--- src/hw/omc_pkg.sv ---
// shared constants and types for the operating mode controller
package omc_pkg;

  // register byte offsets on the bus
  localparam logic [7:0] OMC_CTRL_OFS   = 8'h00;
  localparam logic [7:0] OMC_IDLE_OFS   = 8'h04;
  localparam logic [7:0] OMC_DWELL_OFS  = 8'h08;
  localparam logic [7:0] OMC_STATUS_OFS = 8'h0c;

  // control register fields
  localparam int OMC_PSV_LSB   = 0;
  localparam int OMC_PSV_MSB   = 1;
  localparam int OMC_HWFC_BIT  = 2;
  localparam int OMC_UARTEN_BIT = 3;

  // status register fields
  localparam int OMC_ST_MODE_LSB  = 0;
  localparam int OMC_ST_MODE_MSB  = 2;
  localparam int OMC_ST_SAVE_LSB  = 3;
  localparam int OMC_ST_SAVE_MSB  = 5;
  localparam int OMC_ST_REG_BIT   = 6;
  localparam int OMC_ST_FAST_BIT  = 7;
  localparam int OMC_ST_CTS_BIT   = 8;
  localparam int OMC_ST_ACC_BIT   = 9;

  // power saving settings
  localparam logic [1:0] OMC_PSV_OFF = 2'h0;
  localparam logic [1:0] OMC_PSV_ON  = 2'h1;
  localparam logic [1:0] OMC_PSV_RTS = 2'h2;

  // timer width and reset values of the period registers (cycles)
  localparam int          OMC_TW          = 24;
  localparam logic [23:0] OMC_IDLE_RST    = 24'h0f4240;
  localparam logic [23:0] OMC_DWELL_RST   = 24'h00c350;
  localparam logic [23:0] OMC_TMR_ZERO    = 24'h000000;
  localparam logic [23:0] OMC_TMR_ONE     = 24'h000001;

  // reset values of control bits
  localparam logic       OMC_HWFC_RST   = 1'b1;
  localparam logic       OMC_UARTEN_RST = 1'b1;

  // ahb transfer type and response encodings
  localparam logic [1:0] OMC_HTRANS_NONSEQ = 2'h2;
  localparam logic       OMC_RESP_OKAY     = 1'b0;

  // operating modes
  typedef enum logic [2:0] {
    MODE_IDLE   = 3'b001,
    MODE_ACTIVE = 3'b010,
    MODE_CONN   = 3'b100
  } omc_mode_t;

  // latched address phase of one bus transfer
  typedef struct packed {
    logic       valid;
    logic       write;
    logic [7:0] addr;
  } omc_aphase_t;

  // synchronised external event levels
  typedef struct packed {
    logic call;
    logic rtc;
    logic rxd;
    logic rts_n;
    logic netreg;
  } omc_evt_t;

  // software controls
  typedef struct packed {
    logic [1:0]  psv;
    logic        hwfc;
    logic        uart_en;
    logic [23:0] idle_per;
    logic [23:0] dwell;
  } omc_cfg_t;

endpackage

--- src/hw/omc_ctrl.sv ---
// operating mode controller: idle, active and connected sequencing
//
// Implementation choices: the address map and the AHB-Lite slave port.
`timescale 1ns/1ns
//
// Overview of operation
// RL1: in idle the processor reference is the slow oscillator.
// RL2: in idle no data from the host is accepted.
// RL3: with power saving on, active falls to idle when nothing keeps it busy.
// RL4: power saving is off after reset until software turns it on.
// RL5: with flow control on, clear-to-send is on only in active with uart on.
// RL6: with flow control off, clear-to-send is held on in every mode.
// RL7: registered and power saving on, idle wakes at the paging period.
// RL8: unregistered and power saving on, idle wakes at the programmed period.
// RL9: an incoming call takes the module out of idle.
// RL10: a clock alarm takes the module out of idle.
// RL11: receive activity on the uart takes the module out of idle.
// RL12: in power saving setting 2, request-to-send on wakes idle to active.
// RL13: in active and connected the processor reference is the fast one.
// RL14: in active and connected the host interfaces accept data.
// RL15: a call holds connected mode and its end restores the earlier mode.
// RL16: the earlier mode is stored; reset starts in active, power saving off.
module omc_ctrl
  import omc_pkg::*;
(
  // clock and reset
  input  wire logic                  core_clk,
  input  wire logic                  rst_n,
  // ahb-lite slave
  input  wire logic                  hsel,
  input  wire logic [31:0]           haddr,
  input  wire logic [1:0]            htrans,
  input  wire logic                  hwrite,
  input  wire logic [2:0]            hsize,
  input  wire logic [31:0]           hwdata,
  input  wire logic                  hready,
  output logic      [31:0]           hrdata,
  output logic                       hreadyout,
  output logic                       hresp,
  // events from pins and other clock domains
  input  wire logic                  call_active,
  input  wire logic                  rtc_alarm,
  input  wire logic                  uart_rxd,
  input  wire logic                  uart_rts_n,
  input  wire logic                  net_registered,
  // paging period from the protocol logic, same clock (cycles)
  input  wire logic [OMC_TW-1:0]     paging_period,
  // mode outputs
  output logic                       ref_clk_fast,
  output logic                       host_data_accept,
  output logic                       uart_cts_n,
  output logic      [2:0]            op_mode
);

  // synchronised events
  omc_evt_t evt;
  omc_evt_t evt_raw;

  assign evt_raw = '{call:   call_active,
                     rtc:    rtc_alarm,
                     rxd:    uart_rxd,
                     rts_n:  uart_rts_n,
                     netreg: net_registered};

  omc_sync2 #(
    .W ($bits(omc_evt_t))
  ) u_sync (
    .core_clk (core_clk),
    .rst_n    (rst_n),
    .async_in (evt_raw),
    .sync_out (evt)
  );

  // ---------------- register bus ----------------

  omc_aphase_t ap_q, ap_d;
  omc_cfg_t    cfg_q, cfg_d;
  logic [31:0] rdata_q, rdata_d;
  logic [31:0] status_w;

  // address decode for the read path
  function automatic logic is_mapped(input logic [7:0] a);
    if (a == OMC_CTRL_OFS) begin
      return 1'b1;
    end else if (a == OMC_IDLE_OFS) begin
      return 1'b1;
    end else if (a == OMC_DWELL_OFS) begin
      return 1'b1;
    end else if (a == OMC_STATUS_OFS) begin
      return 1'b1;
    end else begin
      return 1'b0;
    end
  endfunction

  // read mux for one register offset
  function automatic logic [31:0] reg_read(input logic [7:0] a,
                                          input omc_cfg_t c,
                                          input logic [31:0] st);
    logic [31:0] r;
    r = '0;
    if (a == OMC_CTRL_OFS) begin
      r[OMC_PSV_MSB:OMC_PSV_LSB] = c.psv;
      r[OMC_HWFC_BIT]            = c.hwfc;
      r[OMC_UARTEN_BIT]          = c.uart_en;
    end else if (a == OMC_IDLE_OFS) begin
      r[OMC_TW-1:0] = c.idle_per;
    end else if (a == OMC_DWELL_OFS) begin
      r[OMC_TW-1:0] = c.dwell;
    end else if (a == OMC_STATUS_OFS) begin
      r = st;
    end
    return r;
  endfunction

  // address phase capture, read data fetch and register writes
  always_comb begin
    logic take;
    take    = hsel && hready && (htrans == OMC_HTRANS_NONSEQ);
    ap_d    = ap_q;
    cfg_d   = cfg_q;
    rdata_d = rdata_q;
    if (hready) begin
      ap_d.valid = take;
      ap_d.write = hwrite;
      ap_d.addr  = haddr[7:0];
    end
    if (take && !hwrite && is_mapped(haddr[7:0])) begin
      rdata_d = reg_read(haddr[7:0], cfg_q, status_w);
    end else if (take && !hwrite) begin
      rdata_d = '0;  // unmapped reads as zero
    end
    if (ap_q.valid && ap_q.write) begin
      if (ap_q.addr == OMC_CTRL_OFS) begin
        cfg_d.psv     = hwdata[OMC_PSV_MSB:OMC_PSV_LSB];  // [RL4]
        cfg_d.hwfc    = hwdata[OMC_HWFC_BIT];
        cfg_d.uart_en = hwdata[OMC_UARTEN_BIT];
      end else if (ap_q.addr == OMC_IDLE_OFS) begin
        cfg_d.idle_per = hwdata[OMC_TW-1:0];
      end else if (ap_q.addr == OMC_DWELL_OFS) begin
        cfg_d.dwell = hwdata[OMC_TW-1:0];
      end
    end
  end

  // bus state; power saving starts off
  always_ff @(posedge core_clk or negedge rst_n) begin
    if (!rst_n) begin
      ap_q          <= '0;
      cfg_q.psv     <= OMC_PSV_OFF;  // [RL4] [RL16]
      cfg_q.hwfc    <= OMC_HWFC_RST;
      cfg_q.uart_en <= OMC_UARTEN_RST;
      cfg_q.idle_per <= OMC_IDLE_RST;
      cfg_q.dwell   <= OMC_DWELL_RST;
      rdata_q       <= '0;
    end else begin
      ap_q    <= ap_d;
      cfg_q   <= cfg_d;
      rdata_q <= rdata_d;
    end
  end

  // zero wait state slave, always okay
  assign hreadyout = 1'b1;
  assign hresp     = OMC_RESP_OKAY;
  assign hrdata    = rdata_q;

  // ---------------- event edges ----------------

  logic rx_prev_q, rtc_prev_q;
  logic rx_fall, rtc_rise, rts_on, psv_on;

  // previous synchronised levels for edge detection
  always_ff @(posedge core_clk or negedge rst_n) begin
    if (!rst_n) begin
      rx_prev_q  <= 1'b0;  // same as synchroniser reset, no false edge
      rtc_prev_q <= 1'b0;
    end else begin
      rx_prev_q  <= evt.rxd;
      rtc_prev_q <= evt.rtc;
    end
  end

  assign rx_fall  = rx_prev_q && !evt.rxd;  // start bit seen
  assign rtc_rise = evt.rtc && !rtc_prev_q;
  assign rts_on   = !evt.rts_n;
  assign psv_on   = (cfg_q.psv != OMC_PSV_OFF);

  // ---------------- mode sequencer ----------------

  omc_mode_t         mode_q, mode_d;
  omc_mode_t         saved_q, saved_d;
  logic [OMC_TW-1:0] tmr_q, tmr_d;
  logic [OMC_TW-1:0] wake_per;
  logic              wake_evt;

  // idle wake period: paging when registered, own period otherwise
  assign wake_per = evt.netreg ? paging_period     // [RL7]
                               : cfg_q.idle_per;   // [RL8]

  // events that end idle at once
  assign wake_evt = rtc_rise                       // [RL10]
                  | rx_fall                        // [RL11]
                  | ((cfg_q.psv == OMC_PSV_RTS) && rts_on);  // [RL12]

  // next mode, saved mode and dwell timer
  always_comb begin
    mode_d  = mode_q;
    saved_d = saved_q;
    tmr_d   = tmr_q;
    case (mode_q)
      MODE_IDLE: begin
        if (evt.call) begin
          mode_d  = MODE_CONN;  // [RL9] [RL15]
          saved_d = MODE_IDLE;  // [RL16]
          tmr_d   = OMC_TMR_ZERO;
        end else if (wake_evt) begin
          mode_d = MODE_ACTIVE;
          tmr_d  = OMC_TMR_ZERO;
        end else if (!psv_on) begin
          mode_d = MODE_ACTIVE;  // saving turned off while idle
          tmr_d  = OMC_TMR_ZERO;
        end else if (tmr_q + OMC_TMR_ONE >= wake_per) begin
          mode_d = MODE_ACTIVE;  // [RL7] [RL8]
          tmr_d  = OMC_TMR_ZERO;
        end else begin
          tmr_d = tmr_q + OMC_TMR_ONE;
        end
      end
      MODE_ACTIVE: begin
        if (evt.call) begin
          mode_d  = MODE_CONN;    // [RL15]
          saved_d = MODE_ACTIVE;  // [RL16]
          tmr_d   = OMC_TMR_ZERO;
        end else if (!psv_on || rx_fall) begin
          tmr_d = OMC_TMR_ZERO;  // [RL4] busy or saving off
        end else if (tmr_q + OMC_TMR_ONE >= cfg_q.dwell) begin
          mode_d = MODE_IDLE;  // [RL3]
          tmr_d  = OMC_TMR_ZERO;
        end else begin
          tmr_d = tmr_q + OMC_TMR_ONE;
        end
      end
      MODE_CONN: begin
        if (!evt.call) begin
          mode_d = saved_q;  // [RL15]
          tmr_d  = OMC_TMR_ZERO;
        end
      end
      default: begin
        mode_d = MODE_ACTIVE;
        tmr_d  = OMC_TMR_ZERO;
      end
    endcase
  end

  // sequencer state; starts active
  always_ff @(posedge core_clk or negedge rst_n) begin
    if (!rst_n) begin
      mode_q  <= MODE_ACTIVE;  // [RL16]
      saved_q <= MODE_ACTIVE;
      tmr_q   <= OMC_TMR_ZERO;
    end else begin
      mode_q  <= mode_d;
      saved_q <= saved_d;
      tmr_q   <= tmr_d;
    end
  end

  // ---------------- mode outputs ----------------

  logic fast_q, fast_d;
  logic acc_q, acc_d;
  logic cts_n_q, cts_n_d;

  // outputs follow the next mode so they align with mode_q
  always_comb begin
    fast_d  = (mode_d != MODE_IDLE);  // [RL1] [RL13]
    acc_d   = (mode_d != MODE_IDLE);  // [RL2] [RL14]
    if (!cfg_d.hwfc) begin
      cts_n_d = 1'b0;  // [RL6]
    end else begin
      cts_n_d = !((mode_d == MODE_ACTIVE) && cfg_d.uart_en);  // [RL5]
    end
  end

  // output flops; reset matches active mode
  always_ff @(posedge core_clk or negedge rst_n) begin
    if (!rst_n) begin
      fast_q  <= 1'b1;
      acc_q   <= 1'b1;
      cts_n_q <= 1'b0;
    end else begin
      fast_q  <= fast_d;
      acc_q   <= acc_d;
      cts_n_q <= cts_n_d;
    end
  end

  assign ref_clk_fast     = fast_q;
  assign host_data_accept = acc_q;
  assign uart_cts_n       = cts_n_q;
  assign op_mode          = mode_q;

  // status word
  always_comb begin
    status_w = '0;
    status_w[OMC_ST_MODE_MSB:OMC_ST_MODE_LSB] = mode_q;
    status_w[OMC_ST_SAVE_MSB:OMC_ST_SAVE_LSB] = saved_q;
    status_w[OMC_ST_REG_BIT]  = evt.netreg;
    status_w[OMC_ST_FAST_BIT] = fast_q;
    status_w[OMC_ST_CTS_BIT]  = cts_n_q;
    status_w[OMC_ST_ACC_BIT]  = acc_q;
  end

endmodule

--- src/hw/omc_sync2.sv ---
// two flip-flop level synchroniser for a group of pins
`timescale 1ns/1ns
module omc_sync2 #(
  parameter int W = 1
) (
  // clock and reset
  input  wire logic         core_clk,
  input  wire logic         rst_n,
  // asynchronous levels and their synchronised copies
  input  wire logic [W-1:0] async_in,
  output logic      [W-1:0] sync_out
);

  logic [W-1:0] meta_q;
  logic [W-1:0] sync_q;

  // first stage feeds only the second
  always_ff @(posedge core_clk or negedge rst_n) begin
    if (!rst_n) begin
      meta_q <= '0;
      sync_q <= '0;
    end else begin
      meta_q <= async_in;
      sync_q <= meta_q;
    end
  end

  assign sync_out = sync_q;

endmodule

--- config.mk ---
export PLATFORM = sky130hd
export DESIGN_NAME = omc_ctrl
export DESIGN_NICKNAME = d
export VERILOG_FILES = /design/src/hw/omc_pkg.sv /design/src/hw/omc_ctrl.sv /design/src/hw/omc_sync2.sv
export SDC_FILE = /design/constraint.sdc
export NUM_CORES = 1
export LEC_CHECK = 0
export BUFFER_PORTS_ARGS = -buffer_cell sky130_fd_sc_hd__clkbuf_2
export CAP_MARGIN = 20
export CORE_MARGIN = 2
export CORE_UTILIZATION = 40
export CTS_CLUSTER_SIZE = 8
export DETAILED_ROUTE_END_ITERATION = 8
export PLACE_DENSITY = 0.63
export RECOVER_POWER = 25
export REMOVE_ABC_BUFFERS = 1
export SKIP_LAST_GASP = 1
export SLEW_MARGIN = 40
export SYNTH_ARGS = -nofsm -noshare
export SYNTH_HDL_FRONTEND = slang
export SYNTH_SLANG_ARGS = --single-unit
export TNS_END_PERCENT = 20
--- constraint.sdc ---
create_clock -name core_clk -period 4.7 [get_ports core_clk]
set_input_delay 0 -clock core_clk [delete_from_list [all_inputs] [get_ports core_clk]]
set_output_delay 0 -clock core_clk [all_outputs]
set_load 0.02 [all_outputs]
# Yosys cells after proc, flatten, opt, wreduce, memory -nomap -nowiden
# Cells that the tools add are included.
op_classes:
  n_eq_ne: 15
  n_mux: 40
  order_cmp: 2
  n_reduce_logical: 25
  n_addsub: 1
  bitwise: 4
op_table:
  columns: ["cell", "n"]
  rows:
  - ["2-to-1 mux 24 bit", 14]
  - ["case mux 24 bit (3 select lines)", 1]
  - ["2-to-1 mux 32 bit", 2]
  - ["2-to-1 mux 50 bit", 1]
  - [">= comparator 24 bit", 2]
  - ["2-to-1 mux 48 bit", 1]
  - ["2-to-1 mux 3 bit", 10]
  - ["2-to-1 mux 28 bit", 1]
  - ["adder 24 x 1 -> 24 bit, second input constant", 1]
  - ["== test 8 x 4 -> 1 bit, second input constant", 3]
  - ["== test 8 x 3 -> 1 bit, second input constant", 2]
  - ["logical NOT 8 bit", 2]
  - ["2-to-1 mux 10 bit", 1]
  - ["logical AND 1 bit", 9]
  - ["case mux 3 bit (3 select lines)", 1]
  - ["== test 3 x 2 -> 1 bit, second input constant", 2]
  - ["logical NOT 1 bit", 6]
  - ["case mux 3 bit (2 select lines)", 1]
  - ["AND reduction 3 bit", 2]
  - ["nonzero test 2 bit", 3]
  - ["2-to-1 mux 1 bit", 5]
  - ["== test 2 bit, second input constant", 2]
  - ["2-to-1 mux 4 bit", 1]
  - ["!= test 2 x 1 -> 1 bit, second input constant", 2]
  - ["10 further kinds", 12]
totals:
  output_inout_bits: 40
  regBits: 138

# Logic depth before layout (Yosys ltp)
# Gate-level depths: netlist (run 1).
logic_depth:
  depth_word: 11
  depth_mapped: 16

# Hierarchy
# Synthesis (run 1) repeated with hierarchy kept, for this count alone.
unflattened:
  hier_cells: 664
  hier_area_um2: 7126.8
by_module_without_submodules:
  columns: ["module", "seq_area_each_um2", "area_per_inst_um2", "n_inst", "cells_each"]
  rows:
  - ["omc_ctrl", 3000.4, 6876.6, 1, 654]
  - ["omc_sync2", 250.2, 250.2, 1, 10]

# Least setup slack after synthesis (run 1)
# Ideal clock, no wire load.
synth_timing:
  path_kind: "reg-to-reg"
  from: "register tmr_q[0]"
  to: "register tmr_q[11]"
  setup_time_ps: 121
  path_stages_with_launch: 17
  arrival_ps: 3628
  path_slack_ps: 951
  cell_sequence: "dfrtp_1 -> ha_1 -> nand2_1 -> or4_1 -> nor3_2 -> and3_1 -> nor2b_1 -> or2_2 -> ha_1 -> nand4_2 -> nor4_1 -> nand4_1 -> o21ai_2 -> nor4_4 -> or2_4 -> buf_6 -> a22o_1"
synth_via:
  elab_chain_len: 7
  elab_cells_between_ends: 11
  classes_between: "add/sub (1); order compare (2); mux (8)"
synth_rtl:
  columns: ["element", "line", "source"]
  rows:
  - ["start: declaration", "omc_ctrl.sv:193", "logic [OMC_TW-1:0] tmr_q, tmr_d;"]
  - ["start signal: assignment", "omc_ctrl.sv:266", "tmr_q <= tmr_d;"]
  - ["adder 24 x 1 -> 24 bit *", null, null]
  - [">= comparator 24 bit", "omc_ctrl.sv:223", "end else if (tmr_q + OMC_TMR_ONE >= wake_per) begin"]
  - ["2-to-1 mux 24 bit", "omc_ctrl.sv:223", null]
  - ["2-to-1 mux 24 bit", "omc_ctrl.sv:220", "end else if (!psv_on) begin"]
  - ["2-to-1 mux 24 bit", "omc_ctrl.sv:217", "end else if (wake_evt) begin"]
  - ["2-to-1 mux 24 bit", "omc_ctrl.sv:213", "if (evt.call) begin"]
  - ["case mux 24 bit (3 select lines) *", "omc_ctrl.sv:211", "case (mode_q)"]
# Every way passes the cells marked *; elsewhere a longest branch is shown, timed or not.
# A chain may end at the register's enable or synchronous reset.

# Worst setup path in the final report (run 1)
layout_timing:
  from: "register tmr_q[0]"
  to: "register tmr_q[10]"
# Same word-level chain as after synthesis.

==> results of run 1 <==
[flip-flops by register name, indices dropped and copies added (netlist names), 2 cells and up]
| register | cells |
|---|---|
| op_mode | 3 |
| cfg_q | 52 |
| hrdata | 24 |
| u_sync.sync_out | 5 |
| u_sync.meta_q | 5 |
| ap_q | 10 |
| saved_q | 2 |
| tmr_q | 24 |
[routing by layer]
metal  GRT usage, %  vias up  routed length, um
met5              0        -                  0
met4           4.07        0                138
met3           4.67       14                855
met2           32.9      150               8390
met1           25.9     2632               8200
li1               -     2667                  -
[Yosys cell counts, types with 14 or more instances]
master    instances  area [um2]
dfrtp_1         111        2780
nand2_1          70         263
mux2_2           63         709
ha_1             49         613
o21ai_0          39         195
inv_1            30         113
nor2_1           28         105
a21oi_1          24         120
mux2i_1          24         240
a22oi_1          19         143
clkbuf_1         18        67.6
dfstp_2          18         473
a22o_1           16         140
o22ai_1          14        87.6
[cells by family after synthesis]
family                     count (synthesis)  share of synthesized area, %
AOI/OAI and AO/OA                        131                          11.6
xor gates and xnor gates                  15                          1.84
adders and majority gates                 49                          8.60
buffers and inverters                     66                          4.28
DFF                                      129                          45.6
muxes                                     90                          14.3
other                                      2                         0.105
and+or+nand+nor                          183                          13.7
[power by group]
group	internal, mW	total [mW]	switching, mW
logic	0.119	0.253	0.134
registers	1.16	1.20	0.0393
clock network	0.753	1.26	0.507
[worst paths after layout]
kind / start / end / depth (start not counted)
worst min-delay path: hsel / ap_q[9]$_DFFE_PN0P_ / 3
worst max register to register: tmr_q[0]$_DFFE_PN0P_ / tmr_q[10]$_DFFE_PN0P_ / 14
worst max-delay path: tmr_q[0]$_DFFE_PN0P_ / tmr_q[10]$_DFFE_PN0P_ / 14
worst min register to register: u_sync.meta_q[3]$_DFF_PN0_ / u_sync.sync_out[3]$_DFF_PN0_ / 0
min in group asynchronous: rst_n / cfg_q[18]$_DFFE_PN0P_ / 2
max in group asynchronous: rst_n / cfg_q[4]$_DFFE_PN1P_ / 3
[final cells by class]
class / count / area share, %
repair buffers: 150 / 11.1
flip-flops and latches: 129 / 36.9
multi-input cells: 478 / 41.1
clock inverters: 13 / 1.26
well taps: 225 / 3.20
clock buffers: 19 / 5.14
inverters: 30 / 1.28
[per-stage QoR]
step,instances,utilization (%)
2_1_floorplan,637,-
3_3_place_gp,974,45.3
3_5_place_dp,974,45.3
4_1_cts,1044,50.8
5_1_grt,1044,50.8
6_report,1044,50.8
[what timing repair did]
item / 4_1_cts / 5_1_grt
setup endpoints to repair: 0 / 9
resized for setup: 0 / 1
endpoints found under the hold margin: 117 / 0
hold buffers: 38 / 0
[tightest hold or removal path: stages]
cell and delay (ns):
clkbuf_2 0.08, and3b_1 0.18, mux2_2 0.15
==> results_dict.tcl, run 1 <==
set metrics [dict create \
    status "finished, violations left" \
    violations "capacitance limit, slew limit" \
    final_common_cell "dfrtp_1" \
    multiInputGateArea_um2 3620 \
    powerDensity_nw_per_um2 308 \
    place_congestion 0.808 \
    post-route-period-util_pct 95.0 \
    cts_tree "yes" \
    nFillCells 1594 \
    ys_warn_count 0 \
    post_cts_buffers 0 \
    maxSlewHeadroom_pct -128 \
    synth_cells 665 \
    io_pins 143 \
    dieWidth_um 138 \
    drv_cap 1 \
    ys.flop_type "dfrtp_1" \
    grt_max_degree 62 \
    crit_top_cell "ha_1" \
    clk_pin_slew_ns 0.06 \
    cts_buffers 17 \
    firstDrtPassIters 4 \
    crit_type "register to register" \
    fin_hold_ws_ns 0.0172 \
    path_buf_inv 0 \
    ff_latch_area_um2 3250 \
    hold_viol_final 0 \
    fin_area_um2 8810 \
    pre_cts_ws_ns 0.167 \
    synth-seq-cells 129 \
    ir_drop_v 0.000323 \
    ff2ff_setup_slack_ns 0.23 \
    n_antenna_cell 0 \
    drive_gt1_share_pct 30.4 \
    netlist_area_um2 7130 \
    via_count 5463 \
    critPathLaunchType "register" \
    rsz0062_at_grt "no" \
    drv_slew 62 \
    core-area_um2 17400 \
    min_path_type "primary input to register" \
    ys_types 61 \
    antenna_found_initial 0 \
    area_delta_synth_final_pct 23.5 \
    yosysSeqAreaShare_pct 45.6 \
    clockBufferDepth 2 \
    grt_use_total_pct 19.6 \
    fp-row-count 48 \
    die_h_um 138 \
    grt_overflow 0 \
    drtIter0Drc 195 \
    avgRoutedWirePerCell_um 16.8 \
    slowest_delay_ns 0.61 \
    layout_common_cells "111 x dfrtp_1, 96 x clkbuf_2, 70 x nand2_1, 63 x mux2_2, 49 x ha_1" \
    worst_slew_pin_slew_ns 3.42 \
    tns_ns 0 \
    crit_chain "ha_1 -> nand2_1 -> or4_1 -> nor3_2 -> and3_1 -> nor2b_1 -> or2_2 -> ha_1 -> nand4_2 -> nor4b_4 -> or4_4 -> nor4_4 -> or2_4 -> a22o_1" \
    clock_skew_ns 0.00644 \
    fin_nets 958 \
    port_buffers 97 \
    cp_top_family "simple AND/OR/NAND/NOR gates" \
    grt_pass1_wl_um 28200 \
    critical-path-slowest-cell "or4_1" \
    synthArstFlopShare_pct 100 \
    die_area_um2 18900 \
    ant_nets 0 \
    critPathMaxFanout 13 \
    p_leak_nw 4.28 \
    vias_per_cell 5.23 \
    endpoint_kind "register" \
    initial_core_util_pct 41.1 \
    fin_ws_ns 0.235 \
    layout_min_cycle_time_ns 4.47 \
    htreeDepth 4 \
    dp_hpwl_um 12700 \
    synth-edff-count 0 \
    cts_root_buffer "clkbuf_16" \
    clock.fmax_mhz 224 \
    clock_latency_ns 0.42 \
    wl_um 17600 \
    drc 0 \
    setup_viol 0 \
    place_area_um2 7870 \
    grt_pass1_vias 5423 \
    worstPathArrival_ns 4.82 \
    avgSynthCellArea_um2 10.7 \
    crit_required_ns 5.06 \
    clock-sinks 129 \
    power_mw 2.71 \
]
Power figures use the tool's default switching activity.
==> run 2: changes to the inputs <==
Settings changed: CORE_UTILIZATION 40 to 50, PLACE_DENSITY 0.63 to 0.76.
==> results_dict.tcl, run 2 (synthesis gave the netlist of run 1 again) <==
set metrics [dict create \
    status "finished, violations left" \
    violations "capacitance limit, slew limit" \
    fin_nets 958 \
    place_congestion 0.859 \
    post-route-period-util_pct 94.5 \
    power.switching_mw 0.638 \
    avgRoutedWirePerCell_um 17.6 \
    firstDrtPassIters 4 \
    p_int_mw 2.18 \
    tns_ns 0 \
    die_h_um 123 \
    clk_pin_slew_ns 0.06 \
    initial_core_util_pct 51.4 \
    worstPathArrival_ns 4.75 \
    grt_use_total_pct 25.0 \
    utilization_pct 63.4 \
    area_delta_synth_final_pct 23.4 \
    dp_hpwl_um 12400 \
    powerDensity_nw_per_um2 321 \
    maxSlewHeadroom_pct -144 \
    crit_type "register to register" \
    critPathLaunchType "register" \
    regMostFlops "cfg_q" \
    grt_max_degree 84 \
    hold_viol_final 0 \
    wl_um 17600 \
    layout_min_cycle_time_ns 4.44 \
    clock_skew_ns 0.00890 \
    cts_root_buffer "clkbuf_16" \
    p_seq_share_pct 42.4 \
    htreeDepth 4 \
    drive_gt1_share_pct 29.9 \
    worst_slew_pin_slew_ns 3.66 \
    grt_pass1_wl_um 29200 \
    antenna_found_initial 0 \
    clock_latency_ns 0.42 \
    clock-sinks 129 \
    swShare_pct 22.6 \
    grt_pass1_vias 6046 \
    core-area_um2 13900 \
    setup_viol 0 \
    power_frac_comb_pct 9.2 \
    min_path_type "primary input to register" \
    final_common_cell "dfrtp_1" \
    largest_reg_flops 52 \
    p_leak_nw 4.34 \
    vias_per_cell 5.63 \
    clock.fmax_mhz 225 \
    crit_required_ns 5.00 \
    ir_drop_v 0.000270 \
    drv_cap 1 \
    cts_buffers 17 \
    endpoint_kind "register" \
    drtIter0Drc 280 \
    port_buffers 97 \
    clockPowerShare_pct 48.4 \
    n_antenna_cell 0 \
    via_count 5627 \
    ant_nets 0 \
    fp-row-count 43 \
    clockBufferDepth 2 \
    dieWidth_um 123 \
    critPathMaxFanout 13 \
    io_pins 143 \
    grt_overflow 0 \
    drv_slew 84 \
    die_area_um2 15200 \
    cts_tree "yes" \
    drc 0 \
    fin_hold_ws_ns 0.0299 \
    layout_common_cells "111 x dfrtp_1, 96 x clkbuf_2, 69 x nand2_1, 63 x mux2_2, 49 x ha_1" \
]
## run 2: worst paths after layout
check / slack, ns / to / cells past startpoint / startpoint
max in group asynchronous: 1.09 / ap_q[9]$_DFFE_PN0P_ / 3 / rst_n
setup / recovery: 0.26 / tmr_q[12]$_DFFE_PN0P_ / 17 / tmr_q[1]$_DFFE_PN0P_
setup reg to reg: 0.26 / tmr_q[12]$_DFFE_PN0P_ / 17 / tmr_q[1]$_DFFE_PN0P_
min in group asynchronous: 1.51 / hrdata[19]$_DFFE_PN0P_ / 2 / rst_n
hold / removal: 0.03 / ap_q[9]$_DFFE_PN0P_ / 3 / hsel
hold reg to reg: 0.35 / u_sync.sync_out[0]$_DFF_PN0_ / 0 / u_sync.meta_q[0]$_DFF_PN0_
## run 2: stage by stage
stage / setup WS [ns] / total power, mW / std cells / area (um2)
CTS: 0.150 / 2.84 / 995 / 8760
floorplan: 0.693 / 1.34 / 637 / 6970
finish: 0.256 / 2.82 / 999 / 8800
global placement: 0.338 / 1.43 / 926 / 7770
detailed placement: 0.249 / 1.45 / 926 / 7780
global route: -0.00622 / 2.93 / 999 / 8800
## run 2: area by class of cell
cell class	count	area, um2
multi-input combinational	478	3620
sequential	129	3250
timing repair buffer	150	983
fill	1112	5080
tap	180	225
clock buffer	27	513
inverter	30	113
clock inverter	5	100
## run 2: worst max-delay path, cell delays in order (launching register included)
cell	delay, ns
dfrtp_1	0.37
ha_1	0.22
nand2_1	0.11
or4_1	0.63
nor3_4	0.23
and4_1	0.26
nor2b_1	0.07
or2_1	0.30
ha_1	0.31
nand4_2	0.18
nor4_1	0.28
buf_4	0.17
nand4_1	0.14
o21ai_2	0.22
nor4_4	0.06
buf_4	0.19
or2_4	0.30
a22o_1	0.25
## run 2: power by group through the flow
stage               Combinational [mW]  Sequential [mW]  Clock (mW)
floorplan                        0.125             1.21           0
global placement                 0.224             1.21           0
detailed placement               0.234             1.21           0
CTS                              0.261             1.20        1.39
global route                     0.291             1.20        1.43
finish                           0.260             1.20        1.37
## run 2: what timing repair did
action,CTS,global route
endpoints found under the setup margin,0,24
hold buffers,37,0
buffers inserted,0,4
resized for setup,0,2
endpoints found under the hold margin,133,0
## run 2: routing by layer
metal	track usage, %	vias to the layer above	share of wire, %
met5	0	-	0
li1	-	2645	-
met4	10.8	0	2.9
met2	42.6	191	50
met1	30.3	2753	42
met3	5.81	38	5.1
==> run 3: changes to the inputs <==
Settings changed: CORE_UTILIZATION 50 to 56, PLACE_DENSITY 0.76 to 0.83.
==> results_dict.tcl, run 3 (synthesis gave the netlist of run 1 again) <==
set metrics [dict create \
    ir_drop_v 0.000323 \
    grt_overflow 0 \
    critPathLaunchType "register" \
    via_count 5721 \
    die_h_um 117 \
    ff2ff_setup_slack_ns 0.27 \
    cts_root_buffer "clkbuf_16" \
    dieWidth_um 117 \
    endpoint_kind "register" \
    fin_hold_ws_ns 0.0459 \
    drtIter0Drc 369 \
    place_congestion 0.908 \
    fin_nets 953 \
    layout_common_cells "110 x dfrtp_1, 96 x clkbuf_2, 69 x nand2_1, 63 x mux2_2, 49 x ha_1" \
    clock_skew_ns 0.00851 \
    firstDrtPassIters 5 \
    p_int_mw 2.07 \
    rsz0062_at_grt "no" \
    fp-row-count 41 \
    drive_gt1_share_pct 30.5 \
    clockBufferDepth 2 \
    post_cts_buffers 0 \
    clk_pin_slew_ns 0.06 \
    initial_core_util_pct 57.0 \
    maxSlewHeadroom_pct -142 \
    violations "capacitance limit, slew limit" \
    critPathMaxFanout 13 \
    grt_pass1_vias 5992 \
    ant_nets 0 \
    worst_slew_pin_slew_ns 3.63 \
    avgRoutedWirePerCell_um 18.5 \
    layout_min_cycle_time_ns 4.43 \
    p_leak_nw 4.27 \
    htreeDepth 4 \
    post-route-period-util_pct 94.2 \
    power_frac_comb_pct 9.5 \
    die_area_um2 13700 \
    clockPowerShare_pct 46.9 \
    port_buffers 97 \
    largest_reg_flops 52 \
    min_path_type "primary input to register" \
    vias_per_cell 5.80 \
    antenna_found_initial 0 \
    clock_latency_ns 0.43 \
    crit_required_ns 5.01 \
    setup_viol 0 \
    core-area_um2 12500 \
    swShare_pct 24.9 \
    hold_viol_final 0 \
    cts_tree "yes" \
    grt_max_degree 83 \
    n_antenna_cell 0 \
    dp_hpwl_um 12500 \
    power.switching_mw 0.686 \
    crit_type "register to register" \
    clock.fmax_mhz 226 \
    drv_cap 1 \
    status "finished, violations left" \
    area_delta_synth_final_pct 22.5 \
    p_seq_share_pct 43.6 \
    clock-sinks 129 \
    io_pins 143 \
    tns_ns 0 \
    drv_slew 83 \
    grt_use_total_pct 28.0 \
    worstPathArrival_ns 4.74 \
    powerDensity_nw_per_um2 315 \
    cts_buffers 17 \
    regMostFlops "cfg_q" \
    final_common_cell "dfrtp_1" \
    wl_um 18300 \
    drc 0 \
    grt_pass1_wl_um 29100 \
]
==> run 3: stage by stage <==
stage | power [mW] | setup slack [ns] | utilization [%] | cells | instance area [um2]
floorplan | 1.34 | 0.693 | - | 637 | 6970
global placement | 1.43 | 0.0855 | 62.0 | 917 | 7750
detailed placement | 1.45 | 0.00570 | 62.0 | 917 | 7760
CTS | 2.76 | 0.0881 | 69.6 | 986 | 8710
global route | 2.85 | 0.0306 | 69.8 | 986 | 8730
finish | 2.75 | 0.270 | 69.8 | 986 | 8730
==> run 3: layout make-up <==
class                      instances  area [um2]
inverter                          30         113
timing repair buffer             145         946
tap                              172         215
sequential                       129        3250
clock inverter                    14         141
multi-input combinational        478        3630
clock buffer                      18         439
fill                             904        3780
==> run 3: what timing repair did <==
item                                    in CTS  in global routing
hold buffers                                37                  0
gates resized for setup                      1                  4
endpoints found under the setup margin       7                 25
hold endpoints to repair                   132                  0
==> run 3: power groups by stage <==
stage	Combinational (mW)	Sequential [mW]	Clock [mW]
final	0.262	1.20	1.29
after floorplan	0.125	1.21	0
after detailed placement	0.233	1.22	0
after CTS	0.259	1.20	1.30
after global placement	0.218	1.21	0
after global routing	0.288	1.21	1.36
==> run 3: critical path: stages, from the launching register on <==
cell and delay [ns]:
dfrtp_2 0.43, ha_1 0.22, nand2_1 0.11, or4_1 0.60, nor3_2 0.27, and3_1 0.22
nor2b_1 0.06, or2_2 0.34, ha_1 0.33, nand4_1 0.15, nor4_1 0.51, nand2_1 0.10
o22ai_1 0.30, nor3_4 0.08, or2_4 0.34, a22o_1 0.25
==> run 3: layer usage <==
layer  global-route usage (%)  wire (um)
met2                     49.0       9370
met4                     12.5        608
met1                     32.5       7210
met5                        0          0
met3                     7.21       1090
==> run 3: path summary, 6_finish.rpt <==
kind / startpoint / to / cells after the start
hold / removal: htrans[1] / ap_q[9]$_DFFE_PN0P_ / 3
setup / recovery: tmr_q[0]$_DFFE_PN0P_ / tmr_q[13]$_DFFE_PN0P_ / 15
max in group asynchronous: rst_n / tmr_q[0]$_DFFE_PN0P_ / 2
hold reg to reg: u_sync.meta_q[0]$_DFF_PN0_ / u_sync.sync_out[0]$_DFF_PN0_ / 0
min in group asynchronous: rst_n / hrdata[18]$_DFFE_PN0P_ / 2
setup reg to reg: tmr_q[0]$_DFFE_PN0P_ / tmr_q[13]$_DFFE_PN0P_ / 15
